==> src/logic/i2c_master_defs.vh <==
// Constants for the two-wire master sequencer
`ifndef I2C_MASTER_DEFS_VH
`define I2C_MASTER_DEFS_VH

// ==========================================
// Register byte addresses
`define ADR_CON2        4'h0
`define ADR_BUF         4'h4
`define ADR_BAUD        4'h8
`define ADR_STAT        4'hC

// ==========================================
// Second control register fields
`define CON2_START      0
`define CON2_RSTART     1
`define CON2_STOP       2
`define CON2_ACKDT      5
`define CON2_ACKST      6

// ==========================================
// Status register fields
`define STAT_FLAG       0
`define STAT_OWNED      1
`define STAT_BUSY       2
`define STAT_RDMODE     3

// ==========================================
// Reset values
`define BAUD_RST        7'h7F
`define ACKDT_RST       1'b0

// ==========================================
// Baud timing: one phase lasts (reload+1)*4 clocks,
// one SCL period four phases
`define PRE_BITS        2
`define PRE_FILL        2'h3

// ==========================================
// Sequencer states
`define ST_IDLE         3'h0
`define ST_START        3'h1
`define ST_RSTART       3'h2
`define ST_STOP         3'h3
`define ST_BYTE         3'h4

// Bit index of the acknowledge slot
`define ACK_SLOT        4'h8

`endif

==> src/logic/i2c_baud_gen.v <==
// Reloading phase tick generator for the two-wire master
`timescale 1ns/1ps
`include "i2c_master_defs.vh"

module i2c_baud_gen (
  input  wire       clock,   // System clock
  input  wire       rst_n,   // Synchronous reset, active low
  input  wire       run,     // Count while high, cleared while low
  input  wire [6:0] reload,  // Reload value, seven bits
  output wire       tick     // One-cycle pulse per phase
);

  // ==========================================
  // Counter
  wire [8:0] limit;          // Terminal count of one phase
  reg  [8:0] cnt_r;          // Running count
  reg  [8:0] cnt_nxt;        // Next count

  // Phase = (reload+1) * 4 clocks: the prescale lets seven
  // bits reach 100 kHz at a 200 MHz system clock
  assign limit = {reload, `PRE_FILL};  // RULE8
  assign tick  = run & (cnt_r == limit);

  // Next count; idle clears so every start is a full phase
  always @* begin
    if (!run) begin
      cnt_nxt = 9'h000;
    end else if (tick) begin
      cnt_nxt = 9'h000;
    end else begin
      cnt_nxt = cnt_r + 9'h001;
    end
  end

  // Count register
  always @(posedge clock) begin
    if (!rst_n) begin
      cnt_r <= 9'h000;
    end else begin
      cnt_r <= cnt_nxt;
    end
  end

endmodule // i2c_baud_gen

==> src/logic/i2c_master_sequencer.v <==
// Two-wire bus master sequencer with a Wishbone register port
// How it works
// RULE1 - Block makes all SCL pulses, START, STOP
// RULE2 - Transfer ends by STOP or Repeated START
// RULE3 - Write address byte ends in zero bit
// RULE4 - Transmit eight bits, then sample acknowledge
// RULE5 - Read address byte ends in one bit
// RULE6 - Receive eight bits, then send acknowledge
// RULE7 - Baud generator sets 100k, 400k, 1M
// RULE8 - Reload uses low seven bits only
// RULE9 - Buffer write starts the baud generator
// RULE10 - After completion baud stops, SCL holds
// RULE11 - Software sets start request bit zero
// RULE12 - START sets flag, blocks until done
// RULE13 - Address byte loaded, all eight bits sent
// RULE14 - Acknowledge stored at control bit six
// RULE15 - Flag rises after ninth SCL clock
// RULE16 - Software loads each data byte
// RULE17 - Software sets stop request bit two
// RULE18 - Flag rises when STOP is complete
// RULE19 - Lines only pulled low or released
// RULE20 - Software clears flag before next step
`timescale 1ns/1ps
`include "i2c_master_defs.vh"

module i2c_master_sequencer (
  input  wire        clock,     // System clock, 200 MHz
  input  wire        rst_n,     // Synchronous reset, active low
  input  wire        wb_cyc_i,  // Wishbone cycle
  input  wire        wb_stb_i,  // Wishbone strobe
  input  wire        wb_we_i,   // Wishbone write enable
  input  wire [3:0]  wb_adr_i,  // Wishbone byte address
  input  wire [31:0] wb_dat_i,  // Wishbone write data
  input  wire [3:0]  wb_sel_i,  // Wishbone byte selects
  output wire [31:0] wb_dat_o,  // Wishbone read data
  output wire        wb_ack_o,  // Wishbone acknowledge
  input  wire        scl_in,    // SCL pin level
  output wire        scl_out,   // SCL pin output value
  output wire        scl_oe_n,  // SCL pull-down, active low
  input  wire        sda_in,    // SDA pin level
  output wire        sda_out,   // SDA pin output value
  output wire        sda_oe_n   // SDA pull-down, active low
);

  // ==========================================
  // Declarations
  reg        scl_meta_r;   // SCL synchroniser, first stage
  reg        scl_sync_r;   // SCL synchroniser, second stage
  reg        sda_meta_r;   // SDA synchroniser, first stage
  reg        sda_sync_r;   // SDA synchroniser, second stage
  reg  [2:0] state_r;      // Sequencer state
  reg  [1:0] phase_r;      // Quarter of the SCL period
  reg  [3:0] bit_r;        // Bit slot within a byte, 8 = ack
  reg  [7:0] shift_r;      // Shift buffer
  reg        scl_low_r;    // Pull SCL low
  reg        sda_low_r;    // Pull SDA low
  reg        flag_r;       // Completion flag
  reg        ack_stat_r;   // Acknowledge seen from slave
  reg        ack_dt_r;     // Acknowledge value to send
  reg        owned_r;      // Bus held by this master
  reg        addr_next_r;  // Next byte is an address byte
  reg        rd_mode_r;    // Address asked for a read
  reg        byte_rx_r;    // Current byte is received
  reg  [6:0] reload_r;     // Baud reload register
  reg        ack_r;        // Wishbone acknowledge
  reg [31:0] dat_r;        // Wishbone read data
  reg [31:0] rd_nxt;       // Read mux result

  wire       req;          // Valid bus request this cycle
  wire       wr;           // Write of the low byte
  wire       wr_con2;      // Write to control register
  wire       wr_buf;       // Write to shift buffer
  wire       wr_baud;      // Write to baud reload
  wire       wr_stat;      // Write to status register
  wire       idle;         // Sequencer free
  wire       go_start;     // Accepted START request
  wire       go_rstart;    // Accepted Repeated START
  wire       go_stop;      // Accepted STOP request
  wire       go_byte;      // Accepted buffer write
  wire       tick;         // One baud phase has passed
  wire       advance;      // Phase may move on
  wire       done;         // Operation finishes now
  wire       drive_bit;    // Level of SDA in next slot

  // ==========================================
  // Pin synchronisers
  // Both lines come from outside; two stages before use
  always @(posedge clock) begin
    if (!rst_n) begin
      scl_meta_r <= 1'b1;
      scl_sync_r <= 1'b1;
      sda_meta_r <= 1'b1;
      sda_sync_r <= 1'b1;
    end else begin
      scl_meta_r <= scl_in;
      scl_sync_r <= scl_meta_r;
      sda_meta_r <= sda_in;
      sda_sync_r <= sda_meta_r;
    end
  end

  // ==========================================
  // Open-drain pins
  // Output value is always low; only the enable moves,
  // so a line is never driven high
  assign scl_out  = 1'b0;        // RULE19
  assign sda_out  = 1'b0;        // RULE19
  assign scl_oe_n = ~scl_low_r;  // RULE19
  assign sda_oe_n = ~sda_low_r;  // RULE19

  // ==========================================
  // Bus decode
  // Only the low byte lane holds register bits
  assign req     = wb_cyc_i & wb_stb_i & ~ack_r;
  assign wr      = req & wb_we_i & wb_sel_i[0];
  assign wr_con2 = wr & (wb_adr_i == `ADR_CON2);
  assign wr_buf  = wr & (wb_adr_i == `ADR_BUF);
  assign wr_baud = wr & (wb_adr_i == `ADR_BAUD);
  assign wr_stat = wr & (wb_adr_i == `ADR_STAT);

  // ==========================================
  // Request acceptance
  // A request arriving while busy is dropped, so START
  // timing cannot be cut short
  assign idle      = (state_r == `ST_IDLE);               // RULE12
  assign go_start  = idle & wr_con2 & ~owned_r &
                     wb_dat_i[`CON2_START];
  assign go_rstart = idle & wr_con2 & owned_r &
                     wb_dat_i[`CON2_RSTART];              // RULE2
  assign go_stop   = idle & wr_con2 & owned_r &
                     ~wb_dat_i[`CON2_RSTART] &
                     wb_dat_i[`CON2_STOP];                // RULE17
  assign go_byte   = idle & wr_buf & owned_r;

  // ==========================================
  // Baud generator
  // Runs only while an operation is in flight: any accepted
  // request starts it, returning to idle stops it
  i2c_baud_gen u_baud (
    .clock  (clock),
    .rst_n  (rst_n),
    .run    (~idle),     // RULE9 RULE10
    .reload (reload_r),  // RULE7
    .tick   (tick)
  );

  // A released SCL held low by a slave stretches the phase
  assign advance = tick & (scl_low_r | scl_sync_r);

  // ==========================================
  // Completion detect
  // Byte ends after the ninth clock's falling edge
  assign done = advance & (
      ((state_r == `ST_START)  & (phase_r == 2'h1)) |
      ((state_r == `ST_RSTART) & (phase_r == 2'h3)) |
      ((state_r == `ST_STOP)   & (phase_r == 2'h2)) |
      ((state_r == `ST_BYTE)   & (phase_r == 2'h3) &
       (bit_r == `ACK_SLOT)));                      // RULE15

  // SDA level for the next slot: data MSB first in
  // transmit, released in receive, ack slot set apart
  assign drive_bit = byte_rx_r ? 1'b1 : shift_r[6];

  // ==========================================
  // Sequencer
  // Each step of an operation happens at the end of one baud phase; idle acts on a bus write at once
  always @(posedge clock) begin
    if (!rst_n) begin
      state_r     <= `ST_IDLE;
      phase_r     <= 2'h0;
      bit_r       <= 4'h0;
      shift_r     <= 8'h00;
      scl_low_r   <= 1'b0;
      sda_low_r   <= 1'b0;
      ack_stat_r  <= 1'b0;
      owned_r     <= 1'b0;
      addr_next_r <= 1'b0;
      rd_mode_r   <= 1'b0;
      byte_rx_r   <= 1'b0;
    end else begin
      case (state_r)
        `ST_IDLE: begin
          phase_r <= 2'h0;
          bit_r   <= 4'h0;
          if (go_start) begin
            state_r <= `ST_START;                   // RULE11
          end else if (go_rstart) begin
            state_r <= `ST_RSTART;
          end else if (go_stop) begin
            state_r <= `ST_STOP;
          end else if (go_byte) begin
            state_r <= `ST_BYTE;                    // RULE13 RULE16
            // After a read address, bytes are received
            byte_rx_r   <= ~addr_next_r & rd_mode_r;
            addr_next_r <= 1'b0;
            if (addr_next_r) begin
              rd_mode_r <= wb_dat_i[0];             // RULE3 RULE5
            end
            shift_r <= wb_dat_i[7:0];
            // First slot set up while SCL is still low
            if (~addr_next_r & rd_mode_r) begin
              sda_low_r <= 1'b0;
            end else begin
              sda_low_r <= ~wb_dat_i[7];            // RULE4
            end
          end
        end
        `ST_START: begin
          // SDA falls while SCL high, then SCL falls
          if (advance) begin
            phase_r <= phase_r + 2'h1;
            if (phase_r == 2'h0) begin
              sda_low_r <= 1'b1;                    // RULE1
            end else begin
              scl_low_r   <= 1'b1;
              owned_r     <= 1'b1;
              addr_next_r <= 1'b1;
              state_r     <= `ST_IDLE;              // RULE12
            end
          end
        end
        `ST_RSTART: begin
          // Release SDA, raise SCL, START, SCL low;
          // ownership stays, the bus is never freed
          if (advance) begin
            phase_r <= phase_r + 2'h1;
            case (phase_r)
              2'h0: begin
                sda_low_r <= 1'b0;
              end
              2'h1: begin
                scl_low_r <= 1'b0;
              end
              2'h2: begin
                sda_low_r <= 1'b1;                  // RULE2
              end
              default: begin
                scl_low_r   <= 1'b1;
                addr_next_r <= 1'b1;
                state_r     <= `ST_IDLE;
              end
            endcase
          end
        end
        `ST_STOP: begin
          // SDA low, SCL up, then SDA rises while SCL high
          if (advance) begin
            phase_r <= phase_r + 2'h1;
            case (phase_r)
              2'h0: begin
                sda_low_r <= 1'b1;
              end
              2'h1: begin
                scl_low_r <= 1'b0;
              end
              default: begin
                sda_low_r <= 1'b0;                  // RULE1
                owned_r   <= 1'b0;
                rd_mode_r <= 1'b0;
                state_r   <= `ST_IDLE;              // RULE18
              end
            endcase
          end
        end
        `ST_BYTE: begin
          if (advance) begin
            phase_r <= phase_r + 2'h1;
            case (phase_r)
              2'h0: begin
                // Rising SCL edge of this slot
                scl_low_r <= 1'b0;                  // RULE1
              end
              2'h1: begin
                // Sample mid-high: data or acknowledge
                if (bit_r == `ACK_SLOT) begin
                  if (!byte_rx_r) begin
                    ack_stat_r <= sda_sync_r;       // RULE4 RULE14
                  end
                end else if (byte_rx_r) begin
                  shift_r <= {shift_r[6:0], sda_sync_r};  // RULE6
                end
              end
              2'h2: begin
                scl_low_r <= 1'b1;
              end
              default: begin
                bit_r <= bit_r + 4'h1;
                if (bit_r == `ACK_SLOT) begin
                  // SCL stays low; SDA freed for the next step
                  sda_low_r <= 1'b0;
                  state_r   <= `ST_IDLE;            // RULE10
                end else if (bit_r == 4'h7) begin
                  // Ack slot: release, or send ack value
                  sda_low_r <= byte_rx_r & ~ack_dt_r;  // RULE6
                end else begin
                  sda_low_r <= ~drive_bit;          // RULE4
                  if (!byte_rx_r) begin
                    shift_r <= {shift_r[6:0], 1'b0};
                  end
                end
              end
            endcase
          end
        end
        default: begin
          state_r <= `ST_IDLE;
        end
      endcase
    end
  end

  // ==========================================
  // Software registers
  // Setting the flag wins over a clear in the same cycle,
  // so no completion is ever lost
  always @(posedge clock) begin
    if (!rst_n) begin
      flag_r   <= 1'b0;
      ack_dt_r <= `ACKDT_RST;
      reload_r <= `BAUD_RST;
    end else begin
      if (done) begin
        flag_r <= 1'b1;                             // RULE12 RULE15 RULE18
      end else if (wr_stat & wb_dat_i[`STAT_FLAG]) begin
        flag_r <= 1'b0;                             // RULE20
      end
      if (wr_con2) begin
        ack_dt_r <= wb_dat_i[`CON2_ACKDT];
      end
      // Reload only changes between operations
      if (wr_baud & idle) begin
        reload_r <= wb_dat_i[6:0];                  // RULE8
      end
    end
  end

  // ==========================================
  // Read mux
  // Request bits read high while their condition runs
  always @* begin
    rd_nxt = 32'h0000_0000;
    case (wb_adr_i)
      `ADR_CON2: begin
        rd_nxt[`CON2_START]  = (state_r == `ST_START);
        rd_nxt[`CON2_RSTART] = (state_r == `ST_RSTART);
        rd_nxt[`CON2_STOP]   = (state_r == `ST_STOP);
        rd_nxt[`CON2_ACKDT]  = ack_dt_r;
        rd_nxt[`CON2_ACKST]  = ack_stat_r;          // RULE14
      end
      `ADR_BUF: begin
        rd_nxt[7:0] = shift_r;
      end
      `ADR_BAUD: begin
        rd_nxt[6:0] = reload_r;
      end
      `ADR_STAT: begin
        rd_nxt[`STAT_FLAG]   = flag_r;
        rd_nxt[`STAT_OWNED]  = owned_r;
        rd_nxt[`STAT_BUSY]   = ~idle;
        rd_nxt[`STAT_RDMODE] = rd_mode_r;
      end
      default: begin
        // Unmapped addresses read zero
        rd_nxt = 32'h0000_0000;
      end
    endcase
  end

  // ==========================================
  // Wishbone answer
  // Every access is answered one cycle after it arrives;
  // ack drops the cycle after, giving a gap per access
  always @(posedge clock) begin
    if (!rst_n) begin
      ack_r <= 1'b0;
      dat_r <= 32'h0000_0000;
    end else begin
      ack_r <= req;
      if (req & ~wb_we_i) begin
        dat_r <= rd_nxt;
      end
    end
  end

  assign wb_ack_o = ack_r;
  assign wb_dat_o = dat_r;

endmodule // i2c_master_sequencer

==> config.mk <==
export PLATFORM = sky130hd
export DESIGN_NAME = i2c_master_sequencer
export DESIGN_NICKNAME = d
export VERILOG_FILES = /design/src/logic/i2c_baud_gen.v /design/src/logic/i2c_master_sequencer.v
export VERILOG_INCLUDE_DIRS = /design/src /design/src/logic
export SDC_FILE = /design/constraint.sdc
export NUM_CORES = 1
export LEC_CHECK = 0
export BUFFER_PORTS_ARGS = -buffer_cell sky130_fd_sc_hd__buf_2
export CORE_ASPECT_RATIO = 0.7
export CORE_MARGIN = 2
export CORE_UTILIZATION = 44
export CTS_CLUSTER_DIAMETER = 100
export CTS_CLUSTER_SIZE = 12
export DETAILED_ROUTE_END_ITERATION = 8
export PLACE_DENSITY_LB_ADDON = 0.15
export SETUP_SLACK_MARGIN = 0.15
export SLEW_MARGIN = 20
export SYNTH_ARGS = -nofsm -noshare
export SYNTH_HDL_FRONTEND = slang
export SYNTH_HIERARCHICAL = 1
export SYNTH_SLANG_ARGS = --single-unit
==> constraint.sdc <==
create_clock -name clock -period 2.7 [get_ports clock]
set_input_delay 0.405 -clock clock [delete_from_list [all_inputs] [get_ports clock]]
set_output_delay 0.405 -clock clock [all_outputs]
set_load 0.02 [all_outputs]
==> impl_results.md <==
- Status: complete, no violations
- Worst vdd ir: 0.000231 V
- WL final: 7660 um
- First drt pass iteration count: 4
- FFs w/ async S/R, synth: 0
- Max Clock Skew: 10.4 ps
- # IOs: 84
- Row count: 26
- Routed Antenna Nets: 0
- Worst-case reg-to-reg path depth: 10
- Critical path startpoint category: register
- First-pass GRT wire length: 12200 um
- FF-to-FF setup slack: 430 ps
- CORE AREA: 0.00719 mm2
- H-Tree Depth: 2
- Number of port buffers: 30
- Tcrit/Tclk final: 0.840
- Clk_lat worst skew: 310 ps
- Total gr overflow: 0
- Met2 wire len: 3050 um
- Clock Tree Buf Depth: 2
- Worst reg2reg path startpoint: u_baud/cnt_r[0]
- Mapped cell area: 0.00323 mm2
- Critical-path cell list: ha_1 -> nand3_1 -> nor3_2 -> o21a_1 -> buf_4 -> nand4_1 -> o22ai_2 -> buf_4 -> nand3_1 -> o211a_1
- Filler Cell Count: 742
- Nets: 457
- Worst slew margin: 0.523
- DIE HEIGHT: 75.7 um
- Largest net degree at the start of global routing: 41
- Share of the synthesized area in the top cell type: 0.341
- CP required: 2900 ps
- Vias: 2636
- Leading area contributor after synthesis: dfxtp_1
- Yosys warnings: 6
- Average footprint of a synthesized cell: 8.64 um2
- TritonCTS buffer count: 5
- Dominant synthesized flop cell: dfxtp_1
- Gr usage total: 0.193
- CTS Root Cell: clkbuf_8
- Worst flop-to-flop path endpoint: shift_r[0]
- Top layer in use: met4
- Fin. max-slew vios: 0
- PwrDens: 421 mW/mm2
- Avg WL per Cell: 15.3 um
- Actual slew at the worst max-slew pin: 715 ps
- Syn Inst Count: 374
- Ratio of routed vias to standard cells: 5.27
- DRC: 0
- Worst setup EP type: register
- Hold bufs inserted after CTS: 0
- Clock slew at reported path FFs: 90 ps
- RSZ-0062 raised after global routing: no
- Metal3 WL: 546 um
- Setup crit start: u_baud/cnt_r[0]
- CTS tree: yes
- Layout area overhead: 8.09%
- Setup_tns: 0 ps
- Worst-path fanout max: 16
- Antenna diodes: 0
- Worst path max stage delay: 370 ps
- Top cells by area, synth: dfxtp_1 34%, buf_4 6.0%, mux2i_1 5.0%
- Initial Util: 0.449
- Final hold viol count: 0
- Die Footprint: 0.00805 mm2
- Gpl congestion: 0.854
- Worst path bufs/invs: 2
- Sink Count: 55
- Register bit total from synthesis: 55
- Max_cap viols: 0
- Crit path DAT: 2470 ps
- Iteration-0 DRC Markers: 144
- Layout cell share with drive strength beyond 1: 0.152
- EDFF count, synth: 0
- Critical path type: register to register
- Metal-1 WL: 4030 um
- Sequential area share after synthesis: 0.341
- Slowest CP cell: dfxtp_1
- F_max: 441 MHz
- Leakage power: 1.41 nW
- Tmin final: 2270 ps
- Die W: 106 um
- Initial antenna violation count: 0
- Vias in the first global route: 2360
- Crit path capture: shift_r[0]
- Largest delay share family, worst path: simple AND/OR/NAND/NOR gates
- Min-Delay Path Class: input port to register
- Top cells by instance count after synthesis: 55 x dfxtp_1, 40 x nand2_1, 26 x buf_4, 25 x nor2_1, 21 x nand3_1
- Cell variety after synth: 60
- Power Total: 1.47 mW
- Most common cell in the netlist: dfxtp_1
- Hpwl dp: 5650 um
- WP depth: 10
- Setup-failing EPs final: 0
-- flip-flops by register name (all words and copies together), names as in the netlist, 2 cells and up --
register	count
shift_r	8
u_baud/cnt_r	9
phase_r	2
state_r	3
reload_r	7
wb_dat_o	8
bit_r	4
-- area by class of cell --
type	count	area [um2]	area share
inverters	12	45.0	0.0129
well taps	98	123	0.0351
clock buffers	5	68.8	0.0197
repair buffers	40	225	0.0645
multi-input cells	288	1890	0.542
clock inverters	2	37.5	0.0107
flip-flops and latches	55	1100	0.315
-- worst min-delay path by stage --
stage,to,slack (ps),from,depth (start not counted)
finish,sda_meta_r,280,sda_in,2
CTS,sda_meta_r,270,sda_in,2
global placement,sda_sync_r,390,sda_meta_r,1
floorplan,scl_sync_r,390,scl_meta_r,1
detailed placement,scl_sync_r,400,scl_meta_r,1
global route,scl_meta_r,270,scl_in,2
-- cells in the final DEF (no fill, tap or decap), drive strengths merged, types with 2 or more instances in the layout --
| cell | netlist | final |
|---|---|---|
| nand3 | 22 | 22 |
| and3b | 3 | 3 |
| o311a | 2 | 2 |
| nor3b | 3 | 3 |
| o21ai | 13 | 13 |
| a21boi | 6 | 6 |
| and3 | 3 | 3 |
| conb | 1 | 26 |
| o211ai | 2 | 2 |
| a21oi | 9 | 9 |
| nor2 | 25 | 25 |
| or4 | 2 | 2 |
| o311ai | 2 | 2 |
| a2bb2oi | 2 | 2 |
| buf | 34 | 40 |
| o31ai | 2 | 2 |
| clkbuf | 10 | 5 |
| xnor2 | 12 | 12 |
| inv | 12 | 12 |
| nand3b | 3 | 3 |
| o22ai | 4 | 4 |
| nand4 | 4 | 4 |
| a22oi | 7 | 7 |
| and2 | 6 | 6 |
| nor3 | 5 | 5 |
| nor4b | 2 | 2 |
| nor4 | 3 | 3 |
| or2 | 2 | 2 |
| xor2 | 4 | 4 |
| nand4b | 2 | 2 |
| nand2 | 40 | 40 |
| nor2b | 17 | 17 |
| nand2b | 9 | 9 |
| mux4 | 2 | 2 |
| ha | 8 | 8 |
| mux2i | 16 | 16 |
| dfxtp | 55 | 55 |
| o211a | 8 | 8 |
-- metal layers --
layer,vias to the layer above,track usage
li1,1309,-
met1,1241,0.294
met2,82,0.269
met3,4,0.0556
met4,0,0.0390
met5,-,0
-- report_power, final --
group	switching (mW)	internal [mW]	leakage, nW	total [mW]
sequential	0.00188	0.815	0.444	0.817
combinational	0.0801	0.0323	0.919	0.112
clock	0.271	0.272	0.0502	0.543
-- cell families after synthesis --
logic type | count (synthesis) | share of synthesized area
AND/OR/NAND/NOR | 151 | 0.250
buffers and inverters | 56 | 0.104
AO/OA/AOI/OAI | 68 | 0.160
flip-flops | 55 | 0.341
multiplexers | 19 | 0.0670
adder cells (fa/ha/maj) | 8 | 0.0310
XOR/XNOR | 16 | 0.0457
other | 1 | 0.00116
-- worst register-to-register path, stage by stage, from the launching register on --
cell     delay [ps]
dfxtp_1         370
ha_1            270
nand3_1         180
nor3_2          240
o21a_1          210
buf_4           170
nand4_1         130
o22ai_2         140
buf_4           230
nand3_1         100
o211a_1         130
-- through the flow --
step | instances | setup slack, ps | hold WS, ps | util | instance area (um2)
floorplan | 399 | 540 | 386 | - | 3320
global route | 500 | 230 | 271 | 0.486 | 3490
detailed placement | 493 | 363 | 395 | 0.470 | 3380
CTS | 500 | 333 | 271 | 0.485 | 3490
global placement | 493 | 374 | 389 | 0.470 | 3380
finish | 500 | 433 | 278 | 0.486 | 3490
-- repair_timing --
item                       CTS  global route
buffers inserted             0             0
gates resized for setup      0             1
setup endpoints to repair    0             1
Note: power is estimated with default switching activity, not from simulation.
